### src/rtl/clrp_defs.svh
// Constants for the coherent load register port.
//
// Contract
// - A bus transfer takes two cycles under select, unless the slave stretches it with ready.
// - Write enable when address matches and select, write and enable are all high.
// - Registers are written in the access phase, while enable is high.
// - Read enable when address matches, select high, write and enable low.
// - Selected read data is captured in a flip-flop before returning to the master.
// - Without a read enable the read data output holds its last value.
// - Lower bytes wait in shadow flip-flops; the counter keeps the old committed value.
// - Writing the top byte copies shadow plus that byte into the committed value at once.
// - The committing byte index follows from the load width and the bus width.
// - No shadow or commit staging exists when one access covers the whole width.
// - With equal clocks the load qualifier pulses for one cycle after commit.
// - In periodic mode the counter reloads the committed value whenever it expires.
// - With slower synchronous counter clock the qualifier stays high until a counter edge.
// - A counter-side toggle flips at each counter edge while the qualifier is high.
// - A change of that toggle, seen on the bus side, drops the pending qualifier.
// - The counter takes the committed value on the toggle, then counts normally.
// - Unused addresses and unimplemented bits read as zero.
`ifndef CLRP_DEFS_SVH
`define CLRP_DEFS_SVH

// ---------------------------------------------------------------------------
// Register word addresses (aligned words, byte address bits 1:0 ignored).
// ---------------------------------------------------------------------------
`define CLRP_LOAD_ADDR    8'h00
`define CLRP_CTRL_ADDR    8'h04
`define CLRP_COUNT_ADDR   8'h08
`define CLRP_ADDR_STRIDE  4

// ---------------------------------------------------------------------------
// Control field positions and reset values.
// ---------------------------------------------------------------------------
`define CLRP_CTRL_EN_BIT   0
`define CLRP_CTRL_PER_BIT  1
`define CLRP_CTRL_DOWN_BIT 2
`define CLRP_CTRL_WIDTH    3
`define CLRP_CTRL_RESET    3'h0

`endif

### src/rtl/clrp_pkg.sv
// Types shared by the coherent load register port.
package clrp_pkg;
  typedef enum logic [1:0] {CLRP_IDLE, CLRP_SETUP, CLRP_ACCESS} clrp_phase_t;
endpackage

### src/rtl/clrp_port.sv
// Register port with coherent byte-wise load value and a counter that uses it.
`include "clrp_defs.svh"

module clrp_port
  import clrp_pkg::*;
#(
  parameter int DATA_W = 8,   // Bus data width: 8, 16 or 32.
  parameter int LOAD_W = 32,  // Load value and counter width, 1 to 32.
  parameter int ADDR_W = 8,
  parameter int CNT_DIV = 1,  // Counter clock enable ratio; 1 means identical clocks.
  parameter bit TOP_AT_3 = 1'b0  // On a 16-bit bus with LOAD_W over 24, TOPBYTE is 3, not 2; the commit lane TOPLANE stays 1.
)(
  // Clock and reset.
  input  wire logic              sys_clk_i,
  input  wire logic              reset_n_i,
  // Peripheral bus slave.
  input  wire logic              psel_i,
  input  wire logic              penable_i,
  input  wire logic              pwrite_i,
  input  wire logic [ADDR_W-1:0] paddr_i,
  input  wire logic [DATA_W-1:0] pwdata_i,
  output logic      [DATA_W-1:0] prdata_o,
  output logic                   pready_o,
  // Counter status.
  output logic      [LOAD_W-1:0] count_o,
  output logic                   expired_o,
  output logic                   load_request_qualifier_o
);

  // ---------------------------------------------------------------------------
  // Derived geometry.
  // ---------------------------------------------------------------------------
  localparam int LANES   = (LOAD_W + DATA_W - 1) / DATA_W;       // Accesses per value.
  localparam int NBYTES  = (LOAD_W + 7) / 8;
  localparam int BPL     = DATA_W / 8;                           // Bytes per access.
  localparam int TOPBYTE = (DATA_W == 16 && TOP_AT_3 && LOAD_W > 24) ? 3 : ((NBYTES - 1) / BPL) * BPL;
  localparam int TOPLANE = TOPBYTE / BPL;
  localparam bit NO_COHERENCY_NEEDED     = (LANES == 1);                         // no_coherency_needed
  localparam int PW      = LANES * DATA_W;                       // Padded width.
  localparam int SUBW    = (ADDR_W > 2) ? ADDR_W - 2 : 1;

  // Word index of an address; byte lanes inside a word come from low bits.
  function automatic logic [SUBW-1:0] word_of(input logic [ADDR_W-1:0] a);
    word_of = SUBW'(a >> 2);
  endfunction

  // Access number within a word for narrow buses.
  function automatic int lane_of(input logic [ADDR_W-1:0] a);
    lane_of = (DATA_W == 32) ? 0 : int'(a[1:0]) / BPL;
  endfunction

  // ---------------------------------------------------------------------------
  // Address decode and enables.
  // ---------------------------------------------------------------------------
  logic hit_load;
  logic hit_ctrl;
  logic hit_count;
  logic wr_en;
  logic rd_en;
  int   lane;

  assign hit_load  = word_of(paddr_i) == word_of(`CLRP_LOAD_ADDR);
  assign hit_ctrl  = word_of(paddr_i) == word_of(`CLRP_CTRL_ADDR);
  assign hit_count = word_of(paddr_i) == word_of(`CLRP_COUNT_ADDR);
  assign wr_en     = psel_i && pwrite_i && penable_i;
  assign rd_en     = psel_i && !pwrite_i && !penable_i;
  assign lane      = lane_of(paddr_i);
  assign pready_o  = 1'b1;

  // Bus phase tracker, used by the checks.
  clrp_phase_t phase_reg;
  always_ff @(posedge sys_clk_i or negedge reset_n_i)
  begin
    if (!reset_n_i)
      phase_reg <= CLRP_IDLE;
    else if (psel_i && !penable_i)
      phase_reg <= CLRP_SETUP;
    else if (psel_i)
      phase_reg <= CLRP_ACCESS;
    else
      phase_reg <= CLRP_IDLE;
  end

  // ---------------------------------------------------------------------------
  // Control register.
  // ---------------------------------------------------------------------------
  logic [`CLRP_CTRL_WIDTH-1:0] ctrl_reg;
  always_ff @(posedge sys_clk_i or negedge reset_n_i)
  begin
    if (!reset_n_i)
      ctrl_reg <= `CLRP_CTRL_RESET;
    else if (wr_en && hit_ctrl && lane == 0)
      ctrl_reg <= pwdata_i[`CLRP_CTRL_WIDTH-1:0];
  end

  // ---------------------------------------------------------------------------
  // Shadow staging and commit.
  // ---------------------------------------------------------------------------
  logic [PW-1:0]     shadow_reg;
  logic [LOAD_W-1:0] committed_load_value_reg;
  logic [PW-1:0]     merged;
  logic              commit;

  // Merge the top access with the staged lower bytes.
  always_comb
  begin
    merged = shadow_reg;
    merged[TOPLANE*DATA_W +: DATA_W] = pwdata_i;
  end

  assign commit = wr_en && hit_load && (NO_COHERENCY_NEEDED || lane == TOPLANE);

  // Lower accesses land in the shadow only; the committed value stays stable.
  always_ff @(posedge sys_clk_i or negedge reset_n_i)
  begin
    if (!reset_n_i)
      shadow_reg <= '0;
    else if (!NO_COHERENCY_NEEDED && wr_en && hit_load && lane < TOPLANE)
      shadow_reg[lane*DATA_W +: DATA_W] <= pwdata_i;
  end

  // Commit copies everything in one cycle.
  always_ff @(posedge sys_clk_i or negedge reset_n_i)
  begin
    if (!reset_n_i)
      committed_load_value_reg <= '0;
    else if (commit)
      committed_load_value_reg <= merged[LOAD_W-1:0];
  end

  // ---------------------------------------------------------------------------
  // Load qualifier and counter-side toggle handshake.
  // ---------------------------------------------------------------------------
  logic [$clog2(CNT_DIV+1)-1:0] div_reg;
  logic cnt_tick;
  logic toggle_reg;
  logic toggle_seen_reg;
  logic toggle_change;
  logic lrq_reg;

  // Counter clock enable: every CNT_DIV bus cycles.
  always_ff @(posedge sys_clk_i or negedge reset_n_i)
  begin
    if (!reset_n_i)
      div_reg <= '0;
    else if (cnt_tick)
      div_reg <= '0;
    else
      div_reg <= div_reg + 1'b1;
  end
  assign cnt_tick = (int'(div_reg) == CNT_DIV - 1);

  // Toggle flips on a counter edge when the qualifier is high.
  always_ff @(posedge sys_clk_i or negedge reset_n_i)
  begin
    if (!reset_n_i)
      toggle_reg <= 1'b0;
    else if (cnt_tick && lrq_reg)
      toggle_reg <= ~toggle_reg;
  end

  // Bus side remembers the toggle to detect a change.
  always_ff @(posedge sys_clk_i or negedge reset_n_i)
  begin
    if (!reset_n_i)
      toggle_seen_reg <= 1'b0;
    else
      toggle_seen_reg <= toggle_reg;
  end
  assign toggle_change = toggle_reg ^ toggle_seen_reg;

  // Qualifier rises after commit and drops on the toggle change; a new commit wins.
  // With identical clocks every edge is a counter edge, so it is a one-cycle pulse.
  always_ff @(posedge sys_clk_i or negedge reset_n_i)
  begin
    if (!reset_n_i)
      lrq_reg <= 1'b0;
    else if (commit)
      lrq_reg <= 1'b1;
    else if (CNT_DIV == 1 || toggle_change)
      lrq_reg <= 1'b0;
  end
  assign load_request_qualifier_o = lrq_reg;

  // ---------------------------------------------------------------------------
  // Counter.
  // ---------------------------------------------------------------------------
  logic [LOAD_W-1:0] count_reg;
  logic              at_end;
  logic              expired_reg;
  logic              load_now;

  assign at_end = ctrl_reg[`CLRP_CTRL_DOWN_BIT] ? (count_reg == '0) : (count_reg == '1);

  // Identical clocks load on the qualifier pulse itself; slower ones wait for the toggle.
  assign load_now = (CNT_DIV == 1) ? lrq_reg : toggle_change;

  // Loads on load_now (qualifier or detected toggle), reloads on expiry in periodic mode, else counts.
  always_ff @(posedge sys_clk_i or negedge reset_n_i)
  begin
    if (!reset_n_i)
      count_reg <= '0;
    else if (load_now)
      count_reg <= committed_load_value_reg;
    else if (cnt_tick && ctrl_reg[`CLRP_CTRL_EN_BIT])
    begin
      if (at_end && ctrl_reg[`CLRP_CTRL_PER_BIT])
        count_reg <= committed_load_value_reg;
      else if (!at_end && ctrl_reg[`CLRP_CTRL_DOWN_BIT])
        count_reg <= count_reg - 1'b1;
      else if (!at_end)
        count_reg <= count_reg + 1'b1;
    end
  end

  // Expiry flag: high after each enabled counter tick that finds the count at its end with no load_now in that cycle.
  always_ff @(posedge sys_clk_i or negedge reset_n_i)
  begin
    if (!reset_n_i)
      expired_reg <= 1'b0;
    else
      expired_reg <= cnt_tick && ctrl_reg[`CLRP_CTRL_EN_BIT] && at_end && !load_now;
  end
  assign count_o   = count_reg;
  assign expired_o = expired_reg;

  // ---------------------------------------------------------------------------
  // Read path.
  // ---------------------------------------------------------------------------
  logic [PW-1:0]     load_pad;
  logic [PW-1:0]     count_pad;
  logic [DATA_W-1:0] rd_mux;
  logic [DATA_W-1:0] prdata_reg;

  assign load_pad  = PW'(committed_load_value_reg);
  assign count_pad = PW'(count_reg);

  // Select read data; unused words, lanes and bits give zero.
  always_comb
  begin
    rd_mux = '0;
    if (lane < LANES)
    begin
      if (hit_load)
        rd_mux = load_pad[lane*DATA_W +: DATA_W];
      else if (hit_count)
        rd_mux = count_pad[lane*DATA_W +: DATA_W];
    end
    if (hit_ctrl && lane == 0)
      rd_mux = DATA_W'(ctrl_reg);
  end

  // Captured on the read enable and held otherwise.
  always_ff @(posedge sys_clk_i or negedge reset_n_i)
  begin
    if (!reset_n_i)
      prdata_reg <= '0;
    else if (rd_en)
      prdata_reg <= rd_mux;
  end
  assign prdata_o = prdata_reg;
endmodule // clrp_port

### config.mk
export PLATFORM = sky130hd
export DESIGN_NAME = clrp_port
export DESIGN_NICKNAME = d
export VERILOG_FILES = /design/src/rtl/clrp_pkg.sv /design/src/rtl/clrp_port.sv
export VERILOG_INCLUDE_DIRS = /design/src /design/src/rtl
export SDC_FILE = /design/constraint.sdc
export NUM_CORES = 1
export LEC_CHECK = 0
export BUFFER_PORTS_ARGS = -buffer_cell sky130_fd_sc_hd__clkbuf_2
export CAP_MARGIN = 10
export CORE_AREA = 8 8 113 115
export CTS_BUF_LIST = sky130_fd_sc_hd__clkbuf_16
export CTS_CLUSTER_DIAMETER = 200
export DETAILED_ROUTE_END_ITERATION = 16
export DIE_AREA = 0 0 121 123
export GPL_TIMING_DRIVEN = 0
export PLACE_DENSITY = 0.79
export SYNTH_ARGS = -nofsm -noshare
export SYNTH_HDL_FRONTEND = slang
export SYNTH_SLANG_ARGS = --single-unit
### constraint.sdc
create_clock -name sys_clk_i -period 6.8 [get_ports sys_clk_i]
set_input_delay 1.7 -clock sys_clk_i [delete_from_list [all_inputs] [get_ports sys_clk_i]]
set_output_delay 1.7 -clock sys_clk_i [all_outputs]
set_load 0.01 [all_outputs]
## After elaboration in Yosys (flattened, before gate mapping)

Index checks and enable logic that the tools add are counted.

- Reductions and logical operators: 24
- $mul: 0
- Equality and inequality tests: 5
- $lt $le $gt $ge: 2
- Add/subtract/negate cells: 4
- Div/mod/pow operators: 0
- Muxes and demuxes: 13
- Shift operators: 4
- Bitwise gates (word level): 1

Operators by type and width:

| kind | number |
|---|---|
| 2-to-1 mux 32 bit | 5 |
| logical NOT 32 bit | 2 |
| indexed part select 32 x 6 -> 8 bit | 2 |
| negator 5 -> 33 bit | 1 |
| variable shift 8 x 33 -> 32 bit (first input constant) | 1 |
| indexed part select 8 x 33 -> 32 bit | 1 |
| adder 32 x 1 -> 32 bit (second input constant) | 1 |
| bitwise mux 32 bit | 1 |
| equality test 32 bit (second input constant) | 1 |
| 2-to-1 mux 8 bit | 4 |
| subtractor 32 x 1 -> 32 bit (second input constant) | 1 |
| logical AND 1 bit | 15 |
| equality test 6 x 1 -> 1 bit (second input constant) | 1 |
| equality test 6 x 2 -> 1 bit (second input constant) | 1 |
| logical NOT 6 bit | 1 |
| logical NOT 1 bit | 4 |
| inequality test 4 x 2 -> 1 bit (second input constant) | 1 |
| less-than comparator 2 x 3 -> 1 bit (second input constant) | 1 |
| 2-to-1 mux 1 bit | 3 |
| equality test 2 x 1 -> 1 bit (second input constant) | 1 |
| less-than comparator 2 bit (second input constant) | 1 |
| AND reduction 2 bit | 1 |
| nonzero test 2 bit | 1 |
| adder 1 bit (second input constant) | 1 |
| NOT 1 bit | 1 |

- Output and inout bits: 43
- Latch bits: 0
- Word-level logic and storage cells: 61
- Memory bits (writable): 0
- Memories kept: 0
- Bits in read-only memories: 0
- Bits in registers: 110

## Longest topological paths before layout

Gate-level depths: netlist (run 1).

- Depth in word-level cells: 8
- Gate-level depth with buffers: 15
- Depth with buffers taken out: 14

## Worst setup path before layout (run 1)

No wires, ideal clock.

- Kind: register to register
- From: register count_reg[0] (netlist: count_o[0])
- To: register count_reg[26] (netlist: count_o[26])
- Library setup time: 0.082 ns
- Buffers on the path: 0
- Stages on the path, launching flop included: 15
- Setup slack: 2.546 ns
- Clock period less this slack: 4.254 ns
- Arrival: 4.172 ns
- Path through: dfrtp_1 -> nor4_1 -> nand4_1 -> nor2_1 -> nor2b_1 -> ha_1 -> and3_4 -> and4_4 -> a311oi_2 -> a211oi_1 -> or3_1 -> a41o_1 -> xnor2_1 -> nand2_1 -> a31oi_1

- Word-level cells in the longest chain between the ends: 8
- Elaborated cells between the ends (all ways): 15
- Classes of those cells: add/sub (2); eq/ne (2); mux (6); reduce/logical (5)

Ends and longest elaborated chain:

| element | RTL line | source |
|---|---|---|
| start: declaration | clrp_port.sv:188 | `logic [LOAD_W-1:0] count_reg;` |
| start signal: assignment | clrp_port.sv:204 | `count_reg <= committed_load_value_reg;` |
| start signal: assignment | clrp_port.sv:208 | `count_reg <= committed_load_value_reg;` |
| start signal: assignment | clrp_port.sv:210 | `count_reg <= count_reg - 1'b1;` |
| branches (longest 8 deep; another with adder 32 x 1 -> 32 bit) | - |  |

Parallel ways; which one is timed is not known. The select of a mux whose other input is x is not followed.
A chain may end at the register's enable or synchronous reset.

## Worst setup path in the final report (run 1)

- From: register count_reg[22] (netlist: count_o[22])
- To: register count_reg[31] (netlist: count_o[31])

The elaborated chain is that of the path after synthesis.

==> metrics.md, run 1 <==
| Metric | Value |
|---|---|
| Result of the run | finished clean |
| Post CTS Setup Buffer Count | 0 |
| Number of nets in the final layout | 807 |
| Total negative slack for setup checks | 0 ns |
| Die span in y | 123 um |
| Width of the chip | 121 um |
| Commonest register cell after synthesis | sky130_fd_sc_hd__dfrtp_1 |
| Simple-gate share of the synthesized area | 17.3% |
| Starting density of the core | 57.8% |
| Most frequent cells in the layout | sky130_fd_sc_hd__nand2_1, sky130_fd_sc_hd__dfrtp_1, sky130_fd_sc_hd__clkbuf_2 |
| Post-route DRC violation count | 0 |
| Flip-flop and latch count after synthesis | 101 |
| Length in cells of the worst reg-to-reg path | 15 |
| Type of the setup path with the least slack | reg2reg |
| Iter 0 DRT Violations | 649 |
| Fraction of synthesis flops using an asynchronous set or reset pin | 100% |
| Pwr Density | 230 nW/um2 |
| Final core utilization | 65.5% |
| Part of the Yosys area used for sequential elements | 39.5% |
| Count of TritonRoute iterations in the first routing pass | 5 |
| Maximum fanout along the worst path | 21 |
| Minimum clock period | 4.27 ns |
| Input/output buffers | 62 |
| Warnings from Yosys | 0 |
| Combined area of all synthesized cells | 6410 um2 |
| Fraction of synthesized cell area in xor and xnor cells | 3.28% |
| Clock tree from TritonCTS | yes |
| Largest net degree at the start of global routing | 68 |
| CP Data Required Time | 7.00 ns |
| Number of antenna violations at the first check in global routing | 0 |
| Register-to-register setup slack | 2.53 ns |
| Via-to-Cell Ratio | 6.51 |
| Number of max-cap violations | 0 |
| Total gr overflow | 0 |
| Most frequent cell on the critical path | sky130_fd_sc_hd__a21oi_1 |
| Worst hold path type | reg2reg |
| Die ar. | 14900 um2 |
| RSZ-0062 raised after global routing | false |
| Leakage power of the design | 3.51 nW |
| Number of hold violations in the final report | 0 |
| Count of unique library cells instantiated by Yosys | 69 |
| Final clock period utilization by the worst path | 62.8% |
| Achievable Freq | 234 MHz |
| Number of global-route vias before repair | 5771 |
| Post-detailed-route count of antenna-violating nets | 0 |
| Average cell area after synthesis | 9.49 um2 |
| Post-synthesis compound-gate area fraction | 16.4% |
| Launch point of the worst hold path | shadow_reg[1] |
| Total number of H-tree levels | 3 |
| Area of the core | 11100 um2 |
| Worst clock skew on the final layout | 0.00949 ns |
| Instance count of the mapped netlist | 675 |
| Routability-driven placement congestion ratio | 0.946 |
| Combined global-route utilization of all metal layers | 26.6% |
| Clk slew on worst S/H paths | 0.07 ns |
| Area share of fa/ha/maj cells after synthesis | 7.15% |
| Layout cells sized above 1 | 17.4% |
| Wirelength per Cell | 21.8 um |
| Delay of the slowest cell on the worst path | 0.67 ns |
| Post-synthesis net count | 732 |
| Hold slack final | 0.488 ns |
| Setup-violating endpoint count in the final report | 0 |
| Worst flop-to-flop path startpoint | count_o[22] |
| Via count of the routed design | 5843 |
| Sum of routed wire length over all layers | 19500 um |
| Area growth from synthesis to layout | 13.2% |
| Depth of the worst hold-timing path | 2 |
| Most common library cell in the layout ignoring fill and taps | sky130_fd_sc_hd__nand2_1 |
| Number of pins with negative max-slew slack in the final report | 0 |
| Global-route wire length before repair | 30900 um |
| Fraction of synthesized area in multiplexers | 13.3% |
| Row cnt | 39 |
| Max-slew headroom at the worst pin | 36.2% |
| Sort of element at the start of the critical path | register |
| CP endpoint kind | register |
| Fill cell total of the finished layout | 875 |
| Final design instance area without fill | 7250 um2 |
| Cell chosen for the clock root | sky130_fd_sc_hd__clkbuf_16 |
| Slowest cell on the critical path | sky130_fd_sc_hd__nor2b_2 |
| Worst hold path endpoint | shadow_reg[1] |
| Total cell area at the placement stage | 6960 um2 |
| Slew @ Worst Pin | 0.955 ns |
| Number of buffers inserted during clock tree synthesis | 9 |
| Crit path cell chain | nor4_1, nand4_1, nor2_1, nor2b_2, buf_16, ha_1, a21oi_1, o31ai_2, o31a_1, o211ai_2, a21boi_1, o21ai_0, xor2_1, a21oi_1, a2bb2oi_1 |
| Number of enable-type register cells in the synthesized netlist | 0 |
| Arrival time reported for the critical path endpoint | 4.47 ns |
| Worst-Skew Late Latency | 0.35 ns |
| Number of sinks handled by clock tree synthesis | 101 |
| Dpl hpwl | 14900 um |
| Total I/O pin count | 64 |
| Maximum clock path buffer count | 2 |
| CTS-repair resized insts | 0 |
| Worst VDD drop | 0.000172 V |
| Main combinational cell family by area after synthesis | simple AND/OR/NAND/NOR gates |
| Antenna fix cells | 0 |
| Post-layout worst setup margin | 2.53 ns |
| Setup WS pre-CTS | 2.53 ns |
| Total of hold buffers inserted after clock tree synthesis | 0 |
| Endpoint of the worst-slack reg-to-reg timing path | count_o[31] |
-- cell usage after synthesis (13+ instances only) --
master                       n  area [um2]
sky130_fd_sc_hd__nand2_1   128         480
sky130_fd_sc_hd__o21ai_0    54         270
sky130_fd_sc_hd__nor4_1     13        81.3
sky130_fd_sc_hd__a21oi_1    30         150
sky130_fd_sc_hd__ha_1       35         438
sky130_fd_sc_hd__nor2_1     47         176
sky130_fd_sc_hd__dfrtp_1   101        2530
sky130_fd_sc_hd__mux4_2     16         360
sky130_fd_sc_hd__nand4_1    14        87.6
sky130_fd_sc_hd__clkbuf_1   18        67.6
sky130_fd_sc_hd__a31oi_1    27         169
sky130_fd_sc_hd__xnor2_1    13         114
sky130_fd_sc_hd__mux2_1     29         327
-- critical path, delay by kind of cell, from the launching register on --
| kind | cells | cell delay [ns] |
|---|---|---|
| flip-flops | 1 | 0.54 |
| XOR/XNOR | 1 | 0.25 |
| AND/OR/NAND/NOR | 4 | 0.97 |
| adder cells (fa/ha/maj) | 1 | 0.28 |
| AO/OA/AOI/OAI | 8 | 1.84 |
| buffers and inverters | 1 | 0.24 |
-- worst max path at each step --
stage,startpoint,end
after floorplan,count_o[0],count_o[26]
after global placement,count_o[0],count_o[28]
after detailed placement,paddr_i[1],shadow_reg[22]
after CTS,count_o[0],count_o[31]
after global routing,count_o[0],count_o[31]
final,count_o[22],count_o[31]
-- cell families (layout without fill, tap and decap cells) --
family | after synthesis | count (layout)
multiplexers | 61 | 61
adder cells (fa/ha/maj) | 36 | 36
flip-flops | 101 | 101
XOR/XNOR | 24 | 24
other | 1 | 1
AND/OR/NAND/NOR | 242 | 242
buffers and inverters | 43 | 123
AO/OA/AOI/OAI | 167 | 167
-- power breakdown --
part | switching, mW | internal, mW | total [mW]
Sequential | 0.107 | 0.645 | 0.752
Combinational | 0.223 | 0.172 | 0.394
Clock | 0.233 | 0.287 | 0.520
-- cell type report --
| cell class | count | area (um2) | area share, % |
|---|---|---|---|
| multi-input cells | 531 | 3690 | 50.9 |
| plain buffers | 33 | 154 | 2.12 |
| well taps | 143 | 179 | 2.47 |
| repair buffers | 64 | 368 | 5.07 |
| inverters | 10 | 37.5 | 0.518 |
| flip-flops and latches | 101 | 2530 | 34.8 |
| clock inverters | 7 | 72.6 | 1.00 |
| clock buffers | 9 | 225 | 3.11 |
-- per-layer routing --
metal	vias to the layer above	GRT usage (%)	wire (um)
li1	2618	-	-
met1	2841	34.0	7960
met2	329	43.1	9280
met3	55	6.12	1810
met4	0	10.4	499
met5	-	0	0
-- metrics by stage --
step	power (mW)	std cells
after floorplan	0.981	675
after global placement	1.13	880
after detailed placement	1.15	882
after CTS	1.66	898
after global routing	1.73	898
final	1.67	898
Power figures use the tool's default switching activity.
==> run 2: changes to the inputs <==
- ABC_AREA: unset -> 1
- CORE_AREA: 8 8 113 115 -> 8 8 123 125
- DIE_AREA: 0 0 121 123 -> 0 0 131 133
- clock period: 6.8 -> 4.3 ns (I/O delays scaled with it)
==> run 2 against run 1 <==
  * Critical path depth up 4
  * Sequential power up 31%
  * Hold slack worse by 0.013 ns
  * Core utilization up 0.57 points
  * Final cell count up 65%
  * First-iteration DRC count up 4.5%
  * Highest routed layer unchanged
==> metrics.md, run 2 <==
| Metric | Value |
|---|---|
| Switching power summed over all nets | 0.507 mW (was 0.563 mW) |
| Post-detailed-route count of antenna-violating nets | 0 (unchanged) |
| Worst-Skew Late Latency | 0.36 ns (was 0.35 ns) |
| Area of the core | 13100 um2 (was 11100 um2) |
| Seq. cell area | 2530 um2 (unchanged) |
| Pwr Density | 235 nW/um2 (was 230 nW/um2) |
| Starting density of the core | 59.4% (was 57.8%) |
| Arrival time reported for the critical path endpoint | 4.23 ns (was 4.47 ns) |
| Category of cells accounting for the largest share of critical-path delay | simple AND/OR/NAND/NOR gates (was compound AO/OA/AOI/OAI gates) |
| Clock tree from TritonCTS | yes (unchanged) |
| Number of enable-type register cells in the synthesized netlist | 0 (unchanged) |
| Number of buffers inserted during clock tree synthesis | 9 (unchanged) |
| Iter 0 DRT Violations | 678 (was 649) |
| Part of the Yosys area used for sequential elements | 32.5% (was 39.5%) |
| Maximum fanout along the worst path | 31 (was 21) |
| Ranking of synthesized cells by area | sky130_fd_sc_hd__dfrtp_1, sky130_fd_sc_hd__nand2_1, sky130_fd_sc_hd__inv_1 (was sky130_fd_sc_hd__dfrtp_1, sky130_fd_sc_hd__nand2_1, sky130_fd_sc_hd__ha_1) |
| Post CTS Setup Buffer Count | 0 (unchanged) |
| Proportion of netlist area held by the largest area contributor | 32.5% (was 39.5%) |
| Power Total | 2.03 mW (was 1.67 mW) |
| Slew @ Worst Pin | 1.04 ns (was 0.955 ns) |
| Leading area contributor after synthesis | sky130_fd_sc_hd__dfrtp_1 (unchanged) |
| Maximum clock path buffer count | 2 (unchanged) |
| Achievable Freq | 251 MHz (was 234 MHz) |
| Final core utilization | 66.1% (was 65.5%) |
| Largest net degree at the start of global routing | 54 (was 68) |
| Number of antenna violations at the first check in global routing | 0 (unchanged) |
| Total number of H-tree levels | 3 (unchanged) |
| Number of pins with negative max-slew slack in the final report | 0 (unchanged) |
| Fraction of power spent switching nets | 25.0% (was 33.8%) |
| Number of nets in the final layout | 1358 (was 807) |
| Total of hold buffers inserted after clock tree synthesis | 0 (unchanged) |
| Sort of element at the start of the critical path | register (unchanged) |
| Hold slack final | 0.475 ns (was 0.488 ns) |
| Area growth from synthesis to layout | 11.3% (was 13.2%) |
| Layout cells sized above 1 | 9.26% (was 17.4%) |
| Depth of the worst hold-timing path | 1 (was 2) |
| Number of max-cap violations | 0 (unchanged) |
| CP Data Required Time | 4.55 ns (was 7.00 ns) |
| Most repeated cell in the gate-level netlist after synthesis | sky130_fd_sc_hd__nand2_1 (unchanged) |
| Crit path cell chain | nor2_1, nand2_1, nor2_1, nand2_1, o21ai_4, inv_1, ha_1, nand2_1, inv_1, nand2_1, nor3_1, and2_1, nand2_1, nand2_1, nand2_1, nand2_1, nand2_1, nand3_2, nand2_1 (was nor4_1, nand4_1, nor2_1, nor2b_2, buf_16, ha_1, a21oi_1, o31ai_2, o31a_1, o211ai_2, a21boi_1, o21ai_0, xor2_1, a21oi_1, a2bb2oi_1) |
| Most common library cells after synthesis | sky130_fd_sc_hd__nand2_1, sky130_fd_sc_hd__inv_1, sky130_fd_sc_hd__dfrtp_1, sky130_fd_sc_hd__nor2_1, sky130_fd_sc_hd__o21ai_0 (was sky130_fd_sc_hd__nand2_1, sky130_fd_sc_hd__dfrtp_1, sky130_fd_sc_hd__o21ai_0, sky130_fd_sc_hd__nor2_1, sky130_fd_sc_hd__ha_1) |
| Number of global-route vias before repair | 7664 (was 5771) |
| Die span in y | 133 um (was 123 um) |
| Result of the run | finished clean (unchanged) |
| Dpl hpwl | 18900 um (was 14900 um) |
| Combinational share of power | 8.8% (was 23.7%) |
| Type of the setup path with the least slack | reg2reg (unchanged) |
| Die ar. | 17400 um2 (was 14900 um2) |
| Total cell area at the placement stage | 8330 um2 (was 6960 um2) |
| Worst clock skew on the final layout | 0.00603 ns (was 0.00949 ns) |
| Setup-violating endpoint count in the final report | 0 (unchanged) |
| RSZ-0062 raised after global routing | false (unchanged) |
| Combined area of all synthesized cells | 7770 um2 (was 6410 um2) |
| Count of unique library cells instantiated by Yosys | 41 (was 69) |
| Leakage power of the design | 4.99 nW (was 3.51 nW) |
| Via-to-Cell Ratio | 5.40 (was 6.51) |
| Launch point of the worst hold path | load_request_qualifier_o (was shadow_reg[1]) |
| Input/output buffers | 62 (unchanged) |
| Area of combinational cells with multiple inputs | 4430 um2 (was 3690 um2) |
| Cell chosen for the clock root | sky130_fd_sc_hd__clkbuf_16 (unchanged) |
| Minimum clock period | 3.98 ns (was 4.27 ns) |
| Register share of total power | 48.5% (was 45.1%) |
| Commonest register cell after synthesis | sky130_fd_sc_hd__dfrtp_1 (unchanged) |
| CP Buf/Inv Count | 2 (was 1) |
| CTS-repair resized insts | 0 (unchanged) |
| CP endpoint kind | register (unchanged) |
| Fill cell total of the finished layout | 1244 (was 875) |
| Layout Cells excl Fill | 1482 (was 898) |
| Routability-driven placement congestion ratio | 0.950 (was 0.946) |
| Combined global-route utilization of all metal layers | 28.6% (was 26.6%) |
| Warnings from Yosys | 0 (unchanged) |
| Endpoint of the worst-slack reg-to-reg timing path | count_o[27] (was count_o[31]) |
| Antenna fix cells | 0 (unchanged) |
| Clk slew on worst S/H paths | 0.07 ns (about the same) |
| Via count of the routed design | 7998 (was 5843) |
| Most common library cell in the layout ignoring fill and taps | sky130_fd_sc_hd__nand2_1 (unchanged) |
| Sum of routed wire length over all layers | 24000 um (was 19500 um) |
| Length in cells of the worst reg-to-reg path | 19 (was 15) |
| Final clock period utilization by the worst path | 92.6% (was 62.8%) |
| Post-layout worst setup margin | 0.319 ns (was 2.53 ns) |
| Total negative slack for setup checks | 0 ns (unchanged) |
| Setup WS pre-CTS | 0.362 ns (was 2.53 ns) |
| Worst flop-to-flop path startpoint | count_o[9] (was count_o[22]) |
| Count of TritonRoute iterations in the first routing pass | 5 (unchanged) |
| Post-synthesis net count | 1284 (was 732) |
| Worst VDD drop | 0.000244 V (was 0.000172 V) |
| Total I/O pin count | 64 (unchanged) |
| Average cell area after synthesis | 6.33 um2 (was 9.49 um2) |
| Register-to-register setup slack | 0.32 ns (was 2.53 ns) |
| Row cnt | 42 (was 39) |
| Most frequent cells in the layout | sky130_fd_sc_hd__nand2_1, sky130_fd_sc_hd__inv_1, sky130_fd_sc_hd__dfrtp_1 (was sky130_fd_sc_hd__nand2_1, sky130_fd_sc_hd__dfrtp_1, sky130_fd_sc_hd__clkbuf_2) |
| Most frequent cell on the critical path | sky130_fd_sc_hd__nand2_1 (was sky130_fd_sc_hd__a21oi_1) |
| Wirelength per Cell | 16.2 um (was 21.8 um) |
| Number of hold violations in the final report | 0 (unchanged) |
| Fraction of synthesis flops using an asynchronous set or reset pin | 100% (unchanged) |
| Slowest cell on the critical path | sky130_fd_sc_hd__ha_1 (was sky130_fd_sc_hd__nor2b_2) |
| Worst hold path type | reg2reg (unchanged) |
| Clock network fraction of design power | 42.7% (was 31.2%) |
| Worst hold path endpoint | expired_o (was shadow_reg[1]) |
| Width of the chip | 131 um (was 121 um) |
| Delay of the slowest cell on the worst path | 0.63 ns (was 0.67 ns) |
| Global-route wire length before repair | 38700 um (was 30900 um) |
| Internal power | 1.52 mW (was 1.10 mW) |
| Max-slew headroom at the worst pin | 30.6% (was 36.2%) |
| Flip-flop and latch count after synthesis | 101 (unchanged) |
| Post-route DRC violation count | 0 (unchanged) |
| Instance count of the mapped netlist | 1227 (was 675) |
| Total placed cells including tap cells | 1466 (was 882) |
| Final design instance area without fill | 8640 um2 (was 7250 um2) |
| Number of sinks handled by clock tree synthesis | 101 (unchanged) |
| Total gr overflow | 0 (unchanged) |
run 2: changes by cell type after synthesis, sizes merged, moves of 11 or more:
cell / delta
a31oi: -27
nand2: +370
inv: +157
a21o: -11
o21ai: +31
mux4: -16
mux2i: -11
nand3: +84
a21oi: +17
mux2: -34
nor2: +53
nor4: -15
run 2: cells by family after synthesis:
kind of cell | count (synthesis) | synth area share (%)
AND/OR/NAND/NOR | 723 | 39.0
buffers and inverters | 200 | 10.5
AO/OA/AOI/OAI | 152 | 10.5
flip-flops | 101 | 32.5
adder cells (fa/ha/maj) | 36 | 5.90
XOR/XNOR | 14 | 1.58
other | 1 | 0.0483
run 2: routing by layer:
metal  routed length [um]  global-route usage, %
met1                10100                   36.1
met2                11200                   45.5
met3                 1310                   4.14
met4                 1410                   16.3
met5                    0                      0
run 2: layout make-up:
cell class,instances,share of cell area [%]
Multi-Input combinational cell,926,51.2
Sequential cell,101,29.2
Inverter,167,7.25
Timing Repair Buffer,63,3.94
Clock buffer,9,2.61
Tap cell,176,2.55
Buffer,33,2.14
Clock inverter,7,1.04
run 2: power by group through the flow:
stage,clock network (mW),logic [mW],registers (mW)
6_report,0.868,0.179,0.985
5_1_grt,0.909,0.199,0.986
4_1_cts,0.872,0.177,0.985
3_5_place_dp,0,0.176,1.00
3_3_place_gp,0,0.169,1.00
2_1_floorplan,0,0.0965,0.998
run 2: how the worst max path moves through the flow:
stage | startpoint | endpoint | slack, ns | depth (start not counted)
global placement | count_o[0] | count_o[27] | 0.42 | 19
finish | count_o[9] | count_o[27] | 0.32 | 19
floorplan | count_o[31] | count_o[29] | 1.35 | 18
global route | count_o[14] | count_o[27] | 0.03 | 19
detailed placement | count_o[0] | count_o[27] | 0.36 | 19
CTS | count_o[0] | count_o[27] | 0.35 | 19
